--- config.mk ---
export PLATFORM = sky130hd
export DESIGN_NAME = signal_channel_clash_monitor
export DESIGN_NICKNAME = d
export VERILOG_FILES = /design/src/clash_pkg.sv /design/src/pair_clash_detect.sv /design/src/signal_channel_clash_monitor.sv
export VERILOG_INCLUDE_DIRS = /design/src
export SDC_FILE = /design/constraint.sdc
export NUM_CORES = 1
export LEC_CHECK = 0
export ABC_AREA = 1
export BUFFER_PORTS_ARGS = -buffer_cell sky130_fd_sc_hd__clkbuf_2
export CAP_MARGIN = 15
export CORE_MARGIN = 2
export CORE_UTILIZATION = 35
export CTS_CLUSTER_DIAMETER = 100
export DETAILED_ROUTE_END_ITERATION = 10
export PLACE_DENSITY = 0.66
export SYNTH_ARGS = -nofsm -noshare
export SYNTH_HDL_FRONTEND = slang
export SYNTH_SLANG_ARGS = --single-unit
export TNS_END_PERCENT = 100
--- constraint.sdc ---
create_clock -name ref_clk -period 1.77 [get_ports ref_clk]
set_clock_uncertainty 0.2 [all_clocks]
set_input_delay 0.354 -clock ref_clk [delete_from_list [all_inputs] [get_ports ref_clk]]
set_output_delay 0.354 -clock ref_clk [all_outputs]
set_load 0.02 [all_outputs]
--- src/clash_consts.svh ---
// timing, geometry and reset constants for the channel clash monitor
`ifndef CLASH_CONSTS_SVH
`define CLASH_CONSTS_SVH

// channel geometry
`define CLASH_NUM_CH          16
`define CLASH_NUM_PAIRS       120

// recognition window: must not trip under 200 ms, must trip over 500 ms
`define CLASH_MIN_MS          200
`define CLASH_MAX_MS          500
// chosen qualification point inside the window
`define CLASH_QUAL_MS         350

// clock and tick divider
`define CLASH_CLK_HZ          200000000
`define CLASH_TICK_HZ         1000
`define CLASH_TICK_DIV        (`CLASH_CLK_HZ / `CLASH_TICK_HZ)

// reset values
`define CLASH_CNT_RST         16'h0000
`define CLASH_DIV_RST         18'h0_0000

`endif

--- src/clash_pkg.sv ---
// types shared by the channel clash monitor
package clash_pkg;

  // fault state of the monitor
  typedef enum logic [0:0] {
    st_run_type_e   = 1'b0,
    st_fault_type_e = 1'b1
  } mon_state_type;

endpackage

--- src/pair_clash_detect.sv ---
// combinational-to-registered clash detection over all channel pairs
`timescale 1ns/1ps
`include "clash_consts.svh"

module pair_clash_detect #(
  parameter int NUM_CH = `CLASH_NUM_CH
) (
  // clock and reset
  input  wire logic                     ref_clk,
  input  wire logic                     rstn,
  // per channel active go indication (green or yellow)
  input  wire logic [NUM_CH-1:0]        go_active,
  // compatibility matrix, bit [i*NUM_CH+j] set means i and j may run together
  input  wire logic [NUM_CH*NUM_CH-1:0] compat_map,
  // registered clash result and offending channels
  output logic                          clash_q,
  output logic [NUM_CH-1:0]             clash_ch_q
);

  // =========================================================
  // pair check
  // =========================================================
  // a pair is permitted only if either direction of the map says so,
  // so a half-filled map never creates a spurious clash
  function automatic logic pair_ok(input logic [NUM_CH*NUM_CH-1:0] m,
                                   input int a, input int b);
    pair_ok = m[a*NUM_CH+b] | m[b*NUM_CH+a];
  endfunction

  logic [NUM_CH-1:0] ch_d;

  // every unmarked pair of simultaneously active channels is a clash
  always_comb begin
    ch_d = '0;
    for (int i = 0; i < NUM_CH; i++) begin
      for (int j = 0; j < NUM_CH; j++) begin
        if (i != j && go_active[i] && go_active[j] && !pair_ok(compat_map, i, j)) begin
          ch_d[i] = 1'b1;
        end
      end
    end
  end

  // register the result to break the long pair tree
  always_ff @(posedge ref_clk) begin
    if (!rstn) begin
      clash_q    <= 1'b0;
      clash_ch_q <= '0;
    end else begin
      clash_q    <= |ch_d;
      clash_ch_q <= ch_d;
    end
  end

endmodule

--- src/signal_channel_clash_monitor.sv ---
// top of the sixteen channel clash monitor
`timescale 1ns/1ps
`include "clash_consts.svh"

module signal_channel_clash_monitor #(
  parameter int NUM_CH     = `CLASH_NUM_CH,
  parameter int TICK_DIV   = `CLASH_TICK_DIV,
  parameter int QUAL_TICKS = `CLASH_QUAL_MS
) (
  // clock and reset
  input  wire logic                     ref_clk,
  input  wire logic                     rstn,
  // field indications, asynchronous to ref_clk
  input  wire logic [NUM_CH-1:0]        green_in,
  input  wire logic [NUM_CH-1:0]        yellow_in,
  input  wire logic [NUM_CH-1:0]        red_in,
  // compatibility map, static configuration
  input  wire logic [NUM_CH*NUM_CH-1:0] compat_map,
  // clear requests, asynchronous levels, active low
  input  wire logic                     panel_reset_n,
  input  wire logic                     ext_reset_n,
  // fault outputs
  output logic                          clash_fault_q,
  output logic                          relay_ok_q,
  output logic                          halt_req_q,
  output logic [NUM_CH-1:0]             fault_ch_q
);

  // =========================================================
  // input synchronisers
  // =========================================================
  logic [NUM_CH-1:0] grn_s1_q, grn_s2_q;
  logic [NUM_CH-1:0] yel_s1_q, yel_s2_q;
  logic [NUM_CH-1:0] red_s1_q, red_s2_q;
  logic [1:0]        clr_s1_q, clr_s2_q;

  // three separate indications per channel, two flops each
  always_ff @(posedge ref_clk) begin
    if (!rstn) begin
      grn_s1_q <= '0;
      grn_s2_q <= '0;
      yel_s1_q <= '0;
      yel_s2_q <= '0;
      red_s1_q <= '0;
      red_s2_q <= '0;
    end else begin
      grn_s1_q <= green_in;
      grn_s2_q <= grn_s1_q;
      yel_s1_q <= yellow_in;
      yel_s2_q <= yel_s1_q;
      red_s1_q <= red_in;
      red_s2_q <= red_s1_q;
    end
  end

  // clear buttons synchronised; reset state is "not pressed"
  always_ff @(posedge ref_clk) begin
    if (!rstn) begin
      clr_s1_q <= 2'b11;
      clr_s2_q <= 2'b11;
    end else begin
      clr_s1_q <= {panel_reset_n, ext_reset_n};
      clr_s2_q <= clr_s1_q;
    end
  end

  // red is sampled for completeness; clash looks only at go indications
  logic [NUM_CH-1:0] go_active;
  assign go_active = grn_s2_q | yel_s2_q;

  // =========================================================
  // pair detection
  // =========================================================
  logic              clash_now;
  logic [NUM_CH-1:0] clash_ch;

  pair_clash_detect #(
    .NUM_CH (NUM_CH)
  ) u_detect (
    .ref_clk    (ref_clk),
    .rstn       (rstn),
    .go_active  (go_active),
    .compat_map (compat_map),
    .clash_q    (clash_now),
    .clash_ch_q (clash_ch)
  );

  // =========================================================
  // millisecond tick
  // =========================================================
  logic [17:0] div_q;
  logic        tick_q;

  // one shared timebase; per-channel timers would hang off the same tick
  always_ff @(posedge ref_clk) begin
    if (!rstn) begin
      div_q  <= `CLASH_DIV_RST;
      tick_q <= 1'b0;
    end else if (div_q == 18'(TICK_DIV - 1)) begin
      div_q  <= `CLASH_DIV_RST;
      tick_q <= 1'b1;
    end else begin
      div_q  <= div_q + 18'h0_0001;
      tick_q <= 1'b0;
    end
  end

  // =========================================================
  // recognition timer (single, shared over all channels)
  // =========================================================
  logic [15:0] persist_q;
  logic        qualified;

  // any break in the clash restarts the count, so only continuous
  // presence qualifies; the tick phase costs at most one ms of slack
  always_ff @(posedge ref_clk) begin
    if (!rstn) begin
      persist_q <= `CLASH_CNT_RST;
    end else if (!clash_now) begin
      persist_q <= `CLASH_CNT_RST;
    end else if (tick_q && !qualified) begin
      persist_q <= persist_q + 16'h0001;
    end
  end

  // threshold between the 200 ms floor and 500 ms ceiling
  assign qualified = (persist_q >= 16'(QUAL_TICKS));

  // =========================================================
  // fault latch and outputs
  // =========================================================
  clash_pkg::mon_state_type state_q;
  logic                     clear_req;

  assign clear_req = !clr_s2_q[1] || !clr_s2_q[0];

  // fault set wins over a clear arriving in the same cycle
  always_ff @(posedge ref_clk) begin
    if (!rstn) begin
      state_q <= clash_pkg::st_run_type_e;
    end else begin
      case (state_q)
        clash_pkg::st_run_type_e: begin
          if (clash_now && qualified) begin
            state_q <= clash_pkg::st_fault_type_e;
          end
        end
        clash_pkg::st_fault_type_e: begin
          if (clear_req && !(clash_now && qualified)) begin
            state_q <= clash_pkg::st_run_type_e;
          end                                       // else holds
        end
        default: state_q <= clash_pkg::st_run_type_e;
      endcase
    end
  end

  // relay de-energised and halt request in fault; channels captured at trip
  always_ff @(posedge ref_clk) begin
    if (!rstn) begin
      clash_fault_q <= 1'b0;
      relay_ok_q    <= 1'b0;
      halt_req_q    <= 1'b0;
      fault_ch_q    <= '0;
    end else begin
      clash_fault_q <= (state_q == clash_pkg::st_fault_type_e);
      relay_ok_q    <= (state_q == clash_pkg::st_run_type_e);
      halt_req_q    <= (state_q == clash_pkg::st_fault_type_e);
      // only updated outside fault, so the channel word drops on the same edge as the fault flag
      if (state_q == clash_pkg::st_run_type_e) begin
        fault_ch_q <= (clash_now && qualified) ? clash_ch : '0;
      end
    end
  end

endmodule

Word level (Yosys, flattened, before mapping)

Cells that the tools add are included.

Flip-flop bits (word level): 139
Input bits: 308
Output and inout bits: 19
Word-level logic and storage cells: 757

Muxes and demuxes: 244
Add/subtract/negate cells: 2
$lt $le $gt $ge: 1
Reduce and logical (&&, ||, !) cells: 371
Bitwise operators: 123
Equality and inequality tests: 1

Operators with widths:

| operator                                                           | number |
|---|---|
| logical AND 1 bit                                                  | 243 |
| 2-to-1 mux 1 bit                                                   | 242 |
| logical NOT 1 bit                                                  | 124 |
| OR 1 bit                                                           | 120 |
| adder 18 x 1 -> 18 bit, second input constant                      | 1 |
| equality test 18 bit, second input constant                        | 1 |
| adder 16 x 1 -> 16 bit, second input constant                      | 1 |
| greater-or-equal comparator 16 x 9 -> 1 bit, second input constant | 1 |
| 2-to-1 mux 16 bit                                                  | 1 |
| OR 16 bit                                                          | 1 |
| OR reduction 16 bit                                                | 1 |
| inverter 1 bit                                                     | 2 |
| case mux 1 bit (2 select lines)                                    | 1 |
| AND reduction 2 bit                                                | 1 |
| OR reduction 2 bit                                                 | 1 |
| logical OR 1 bit                                                   | 1 |

Depth between registers and ports, before layout

Gate-level depths: netlist (run 1).

Depth in word-level cells: 19
Mapped depth: 13
Depth with buffers taken out: 12

Cells and area by module

From an unflattened synthesis (run 1), not the netlist that was laid out.

Cells, all modules: 1197
Area, all modules: 7372.1 um^2

By module, submodules not included:

| module                       | cells an instance | area an instance (um^2) | instances |
|---|---|---|---|
| signal_channel_clash_monitor | 539               | 4365.4                  | 1 |
| pair_clash_detect            | 658               | 3006.6                  | 1 |

Least setup slack after synthesis (run 1)

OpenSTA, ideal clock, no wires.

Path kind: reg2reg
From: register persist_q[0]
To: register persist_q[1]
Data required time: 1500 ps
Path buffers: 0
Library setup time: 70 ps
Arrival: 1488 ps
Path slack: 12 ps
Stages on the path, launching flop included: 11
Period minus slack after synthesis: 1758 ps
Cell sequence: dfxtp_1 inv_1 ha_1 o21ai_0 nor3_1 nor2_1 nand2_1 nand2_2 nand3_2 or2_2 a21oi_1

Longest elaborated chain between the ends: 3

Ends and longest elaborated chain:

| what                                        | line                                | text |
|---|---|---|
| from (decl)                                 | signal_channel_clash_monitor.sv:111 | `logic [15:0] persist_q;` |
| from (signal assigned)                      | signal_channel_clash_monitor.sv:118 | `` persist_q <= `CLASH_CNT_RST; `` |
| from (signal assigned)                      | signal_channel_clash_monitor.sv:120 | `` persist_q <= `CLASH_CNT_RST; `` |
| from (signal assigned)                      | signal_channel_clash_monitor.sv:122 | `persist_q <= persist_q + 16'h0001;` |
| greater-or-equal comparator 16 x 9 -> 1 bit | signal_channel_clash_monitor.sv:127 | `assign qualified = (persist_q >= 16'(QUAL_TICKS));` |
| logical NOT 1 bit                           | signal_channel_clash_monitor.sv:121 | `end else if (tick_q && !qualified) begin` |
| logical AND 1 bit                           | signal_channel_clash_monitor.sv:121 |  |

Several ways; a longest one is shown, not always the timed one.
A chain may end at the register's enable or synchronous reset.

Final worst setup path (run 1)

From: register grn_s2_q[6]
To: register u_detect.clash_q

Longest elaborated chain between the ends: 19

Ends and longest elaborated chain:

| what                            | line                               | text |
|---|---|---|
| from (decl)                     | signal_channel_clash_monitor.sv:32 | `logic [NUM_CH-1:0] grn_s1_q, grn_s2_q;` |
| from (signal assigned)          | signal_channel_clash_monitor.sv:48 | `grn_s2_q <= grn_s1_q;` |
| OR 16 bit *                     | signal_channel_clash_monitor.sv:69 | `assign go_active = grn_s2_q \| yel_s2_q;` |
| logical AND 1 bit (2 in series) | pair_clash_detect.sv:37            | `if (i != j && go_active[i] && go_active[j] && !pair_ok(compat_map, i, j)) begin` |
| 2-to-1 mux 1 bit (15 in series) | pair_clash_detect.sv:37            |  |
| OR reduction 16 bit *           | pair_clash_detect.sv:50            | `clash_q <= \|ch_d;` |
| to (signal assigned)            | pair_clash_detect.sv:50            |  |
| to (decl)                       | pair_clash_detect.sv:16            | `output logic clash_q,` |

Mark *: on every way between the ends. The rest lies on a longest branch, timed or not.

==> flow_summary.yaml, run 1 <==
outcome:
  status: "complete, but fails checks"
  violations: "setup timing"
clocking:
  cts_tree: "built"
  cts_buffers: 17
  clk_latency_ns: 0.42
  clkTransAtPathRegs_ns: 0.06
  htree_levels: 4
  cts_root_buffer: "clkbuf_16"
  clockBufferDepth: 2
  clock-sinks: 139
grt:
  grt_max_degree: 66
  antenna_found_initial: 0
  gr-total-overflow: 0
  grt_pass1_vias: 7505
  grt_first_pass_wirelength_mm: 35.8
  met2_usage: 0.393
  use_met3: 0.0392
  grt_most_used_layer: "met2"
  grt_use_met1: 0.289
  grt_usage: 0.229
die:
  fp.dieW_um: 143
  ios: 327
  design.core.area_mm2: 0.0188
  start_util: 0.360
  die_h_um: 143
  fp-row-count: 50
  die_area_mm2: 0.0205
timing:
  rsz0062_at_grt: "true"
  slew_headroom: 0.764
  worst_pin_slew_ns: 0.351
  max_freq_mhz: 539
  period_minus_slack_ns: 1.85
  timing.final.ws_setup_ns: -0.0845
  hold_viol_final: 0
  fin_crit_sh: 1.05
  slew_viol_final: 0
  final.setup.tns_ns: -0.700
  hold_slack_ns: 0.210
  setup_violations: 25
layout:
  nets: 1783
  stdcell_area_mm2: 0.0104
  syn_to_final_growth_pct: 53.8
  antennaDiodeCount: 0
  fin_util: 0.554
  drive_above_1_share: 0.338
  fin_cells: 1744
yosys:
  netlist.area_leader.share: 0.410
  synthTopCellsByCount: "nand2_1 (321), nor2_1 (255), dfxtp_1 (139)"
  synthMuxAreaShare: 0
  synth_top_family_by_area: "simple AND/OR/NAND/NOR gates"
  netlist_instances: 1080
  synth_area_per_cell_um2: 6.28
  syn_nets: 1391
  yosysUniqueCellTypes: 33
  synthFlopType: "dfxtp_1"
  yosys.area_share.simple: 0.444
  ys_seq_area_frac: 0.410
  synth-edff-count: 0
  synthXorXnorAreaFrac: 0.0168
  synth_compound_area_frac: 0.0197
  yosysWarnings: 0
  yosys.area.top_type: "dfxtp_1"
  yosys-top-cells-area: "dfxtp_1 (41%), nand2_1 (18%), nor2_1 (14%), nand3_1 (9.0%), inv_1 (7.6%)"
  netlist_area_mm2: 0.00678
  ys_async_sr_fraction: 0
  synthAdderAreaFrac: 0.00554
  synth_most_common_cell: "nand2_1"
  ys_ff_latch: 139
routing:
  wire_per_inst_um: 13.4
  dr_total_vias: 7707
  final_antenna_net_count: 0
  viasPerCell: 4.42
  wl_mm: 23.4
  drc: 0
  first_pass_iters: 4
  drtIter0Drc: 412
worst_setup_path:
  cpMaxStageDelayCell: "dfxtp_1"
  critPathLaunch: "grn_s2_q[6]$_SDFF_PN0_"
  crit_arrival_ns: 1.96
  crit_top_cell: "nor2_1"
  path_buf_inv: 2
  worstPathMaxFanout: 15
  cp_num_cells: 13
  worstRegToRegCells: 13
  required_ns: 1.88
  crit_path_end_kind: "flop"
  path_delay_family: "simple AND/OR/NAND/NOR gates"
  endpoint: "u_detect.clash_q$_SDFF_PN0_"
  crit_path_cell_trace: "inv_1 -> nand2_1 -> buf_12 -> nand3_1 -> o21ai_0 -> nor2_1 -> nand2_1 -> nor2_1 -> nand2_1 -> nor2_1 -> nand2_1 -> nor2_1 -> nor2_1"
  max_stage_delay_ns: 0.29
  rr_startpoint: "grn_s2_q[6]$_SDFF_PN0_"
  critPathKind: "flop to flop"
  crit_path_start_kind: "flop"
  reg2reg_slack_ns: -0.08
  r2r_end: "u_detect.clash_q$_SDFF_PN0_"
hold_path:
  hold_path_depth: 2
  hold_class: "flop to flop"
power_and_ir_drop:
  p_seq_frac: 0.410
  leakagePower_nw: 6.16
  netSwitchingPower_mw: 2.04
  power_mw: 7.99
  p_clk_frac: 0.438
  p_comb_frac: 0.151
  power.density_mw_per_mm2: 766
  swShare: 0.255
  p_int_mw: 5.95
  ir_drop_mv: 0.694
placement:
  pre_cts_ws_ns: -0.207
  dpl.cell_count: 1668
  postPlaceCellArea_mm2: 0.00904
  routabilityCongestion: 0.896
  dpl.hpwl_mm: 18.0
  portBuffers: 294
run:
  drv_cap: 0
power by group through the flow:
stage | Clock [mW] | Combinational, mW | Sequential, mW
6_report | 3.50 | 1.21 | 3.28
5_1_grt | 3.71 | 1.33 | 3.29
4_1_cts | 3.55 | 1.19 | 3.28
3_5_place_dp | 0 | 1.08 | 3.34
3_3_place_gp | 0 | 1.07 | 3.34
2_1_floorplan | 0 | 0.432 | 3.33
cell usage in the layout, fill, tap and decap left out, types with 15 or more instances in the layout:
cell type	netlist	layout
nand2_2	5	20
dlygate4sd3_1	0	34
nand3_1	122	111
buf_4	1	54
nor2_2	1	27
inv_1	137	134
clkbuf_16	0	18
clkbuf_2	0	294
nor2_1	255	226
buf_12	0	15
dfxtp_1	139	134
nand2_1	321	302
cells by family (layout without fill, tap and decap cells):
logic type / Yosys count / in the layout
adders and majority gates: 3 / 3
DFF: 139 / 139
AOI/OAI and AO/OA: 25 / 25
buffers and inverters: 170 / 574
xor gates and xnor gates: 13 / 13
and+or+nand+nor: 730 / 730
layout make-up:
type	count	area (um^2)
clock buffer	18	439
clock inverter	13	144
fill	1843	8400
inverter	139	524
multi-input combinational	771	3590
sequential	139	2790
tap	260	325
timing repair buffer	404	2610
tightest hold or removal path: stages (launching register included):
cell	delay (ns)
dfxtp_1	0.30
nand2_1	0.04
inv_1	0.04
how the worst min path moves through the flow:
| stage | start | to | slack (ns) |
|---|---|---|---|
| 3_5_place_dp | yel_s1_q[4]$_SDFF_PN0_ | yel_s2_q[4]$_SDFF_PN0_ | 0.20 |
| 4_1_cts | yel_s1_q[4]$_SDFF_PN0_ | yel_s2_q[4]$_SDFF_PN0_ | 0.21 |
| 6_report | yel_s1_q[4]$_SDFF_PN0_ | yel_s2_q[4]$_SDFF_PN0_ | 0.21 |
| 3_3_place_gp | yel_s1_q[10]$_SDFF_PN0_ | yel_s2_q[10]$_SDFF_PN0_ | 0.19 |
| 5_1_grt | grn_s1_q[6]$_SDFF_PN0_ | grn_s2_q[6]$_SDFF_PN0_ | 0.22 |
| 2_1_floorplan | grn_s1_q[0]$_SDFF_PN0_ | grn_s2_q[0]$_SDFF_PN0_ | 0.19 |
registers in the layout (all words and copies together), names as in the netlist:
signal / flops
u_detect.clash_ch_q: 16
clr_s2_q: 2
persist_q: 16
yel_s1_q: 16
state_q: 1
relay_ok_q: 1
grn_s1_q: 16
u_detect.clash_q: 1
clr_s1_q: 2
grn_s2_q: 16
halt_req_q: 1
fault_ch_q: 16
div_q: 18
yel_s2_q: 16
tick_q: 1
per-layer routing:
metal,part of all wire,vias to the layer above
li1,-,4060
met1,0.44,3301
met2,0.47,307
met3,0.062,39
met4,0.025,0
met5,0,-
timing repair:
action                                 CTS  global route
endpoints found under the hold margin   34             0
setup endpoints to repair               45            47
hold buffers                            34             0
gates resized for setup                 37            66
gates cloned                             1             1
setup buffers                            7             3
pin swaps                               14            24
No activity file was read; power rests on OpenSTA's default activity.
==> run 2: changes to the inputs <==
==> constraint.sdc (replaced) <==
create_clock -name ref_clk -period 1.77 [get_ports ref_clk]
set_clock_uncertainty 0.2 [all_clocks]
set_input_delay 0.177 -clock ref_clk [delete_from_list [all_inputs] [get_ports ref_clk]]
set_output_delay 0.177 -clock ref_clk [all_outputs]
set_load 0.02 [all_outputs]
==> flow_summary.yaml, run 2 (synthesis results as in run 1) <==
timing:
  worst_pin_slew_ns: 0.717
  hold_slack_ns: 0.0730
  hold_viol_final: 0
  slew_viol_final: 0
  timing.final.ws_setup_ns: -0.0847
  max_freq_mhz: 539
  rsz0062_at_grt: "true"
  final.setup.tns_ns: -0.447
  fin_crit_sh: 1.05
  setup_violations: 24
  period_minus_slack_ns: 1.85
  slew_headroom: 0.521
routing:
  highest_layer: "met4"
  final_antenna_net_count: 0
  wire_per_inst_um: 13.9
  dr_total_vias: 7931
  wl_mm: 24.3
  dr_wl_met3_mm: 1.83
  met2_length_mm: 11.7
  wl_met1_mm: 10.3
  first_pass_iters: 5
  viasPerCell: 4.51
  drc: 0
  drtIter0Drc: 539
worst_setup_path:
  path_delay_family: "simple AND/OR/NAND/NOR gates"
  required_ns: 1.86
  critPathKind: "flop to flop"
  cpMaxStageDelayCell: "dfxtp_1"
  max_stage_delay_ns: 0.30
  crit_arrival_ns: 1.94
  crit_path_cell_trace: "inv_1 -> nand2_2 -> buf_12 -> buf_4 -> nand3_1 -> nand2_1 -> nor2_1 -> nand2_1 -> nor2_2 -> nand2_1 -> nor2_1 -> nand2_1 -> nor2_1 -> nor2_1"
  rr_startpoint: "grn_s2_q[12]$_SDFF_PN0_"
  worstRegToRegCells: 14
  crit_path_start_kind: "flop"
  worstPathMaxFanout: 14
  path_buf_inv: 3
  reg2reg_slack_ns: -0.08
  crit_path_end_kind: "flop"
  r2r_end: "u_detect.clash_q$_SDFF_PN0_"
power_and_ir_drop:
  power.density_mw_per_mm2: 775
  leakagePower_nw: 6.30
  ir_drop_mv: 0.679
die:
  start_util: 0.360
  ios: 327
  design.core.area_mm2: 0.0188
  die_area_mm2: 0.0205
  fp-row-count: 50
  fp.dieW_um: 143
  die_h_um: 143
layout:
  largest_register_ffs: 18
  antennaDiodeCount: 0
  regMostFlops: "div_q"
  fill_cells: 1791
  layout_commonest_cell: "clkbuf_2"
  nets: 1795
  drive_above_1_share: 0.366
  multi_input_area_mm2: 0.00373
  seqCellArea_mm2: 0.00279
  syn_to_final_growth_pct: 57.9
  layout_common_cells: "clkbuf_2 (294), nand2_1 (280), nor2_1 (226)"
clocking:
  clock-sinks: 139
  cts_tree: "built"
  clockBufferDepth: 2
  cts_buffers: 17
  htree_levels: 4
  clkTransAtPathRegs_ns: 0.06
  cts_root_buffer: "clkbuf_16"
  clk_latency_ns: 0.41
outcome:
  violations: "setup timing"
  status: "complete, but fails checks"
grt:
  grt_first_pass_wirelength_mm: 36.7
  grt_pass1_vias: 7698
  grt_usage: 0.235
  grt_max_degree: 66
  antenna_found_initial: 0
  gr-total-overflow: 0
placement:
  routabilityCongestion: 0.917
  pre_cts_ws_ns: -0.202
  dpl.hpwl_mm: 18.4
  portBuffers: 294
hold_path:
  hold_class: "primary input to flop"
  hold_path_depth: 4
  min_to: "div_q[14]$_SDFF_PP0_"
  min-delay-start: "rstn"
run:
  drv_cap: 0
[run 2: changes by cell type in the layout (fill, tap and decap cells not counted), sizes merged]
cell / before / now
bufinv: 2 / 4
buf: 75 / 87
clkbuf: 313 / 314
clkinv: 6 / 4
[run 2: worst min-delay path: cells and delay by family]
kind / cells / cell delay, ns
AO/OA/AOI/OAI: 2 / 0.13
buffers and inverters: 1 / 0.17
AND/OR/NAND/NOR: 1 / 0.16
[run 2: metrics by stage]
| step | area (um^2) | std cells | utilization | power, mW |
|---|---|---|---|---|
| after floorplan | 6780 | 1080 | - | 3.76 |
| after global placement | 9070 | 1672 | 0.482 | 4.42 |
| after detailed placement | 9070 | 1672 | 0.482 | 4.42 |
| after CTS | 10300 | 1749 | 0.548 | 8.29 |
| after global routing | 10700 | 1757 | 0.568 | 8.62 |
| final | 10700 | 1757 | 0.568 | 8.30 |
[run 2: worst max path at each step]
| stage | startpoint | endpoint | slack, ns | depth (start not counted) |
|---|---|---|---|---|
| detailed placement | yel_s2_q[15]$_SDFF_PN0_ | u_detect.clash_q$_SDFF_PN0_ | -0.20 | 13 |
| finish | grn_s2_q[12]$_SDFF_PN0_ | u_detect.clash_q$_SDFF_PN0_ | -0.08 | 14 |
| global placement | yel_s2_q[15]$_SDFF_PN0_ | u_detect.clash_q$_SDFF_PN0_ | -0.16 | 13 |
| CTS | yel_s2_q[15]$_SDFF_PN0_ | u_detect.clash_q$_SDFF_PN0_ | -0.12 | 13 |
| floorplan | persist_q[0]$_SDFFE_PN0P_ | persist_q[1]$_SDFFE_PN0P_ | 0.01 | 10 |
| global route | yel_s2_q[1]$_SDFF_PN0_ | u_detect.clash_q$_SDFF_PN0_ | -0.25 | 13 |
[run 2: power breakdown]
part | internal [mW] | leakage [nW] | switching (mW)
clock | 2.44 | 0.302 | 1.36
combinational | 0.600 | 4.86 | 0.610
sequential | 3.24 | 1.14 | 0.0453
total | 6.28 | 6.30 | 2.01
[run 2: routing by layer]
layer / vias up / global-route usage
met2: 309 / 0.413
met1: 3501 / 0.287
met4: 0 / 0.0818
met3: 37 / 0.0436
li1: 4084 / -
met5: - / 0
[run 2: area by class of cell]
type                    instances  share of cell area
well taps                     260              0.0304
clock inverters                13              0.0178
inverters                     139              0.0497
clock buffers                  19              0.0423
flip-flops and latches        139               0.261
multi-input cells             771               0.348
repair buffers                416               0.250
[run 2: timing repair]
action,in CTS,in global routing
gates cloned,1,2
hold buffers,34,0
resized for setup,54,102
pin swaps,15,40
buffers inserted,10,9
setup endpoints to repair,30,50
hold endpoints to repair,34,0
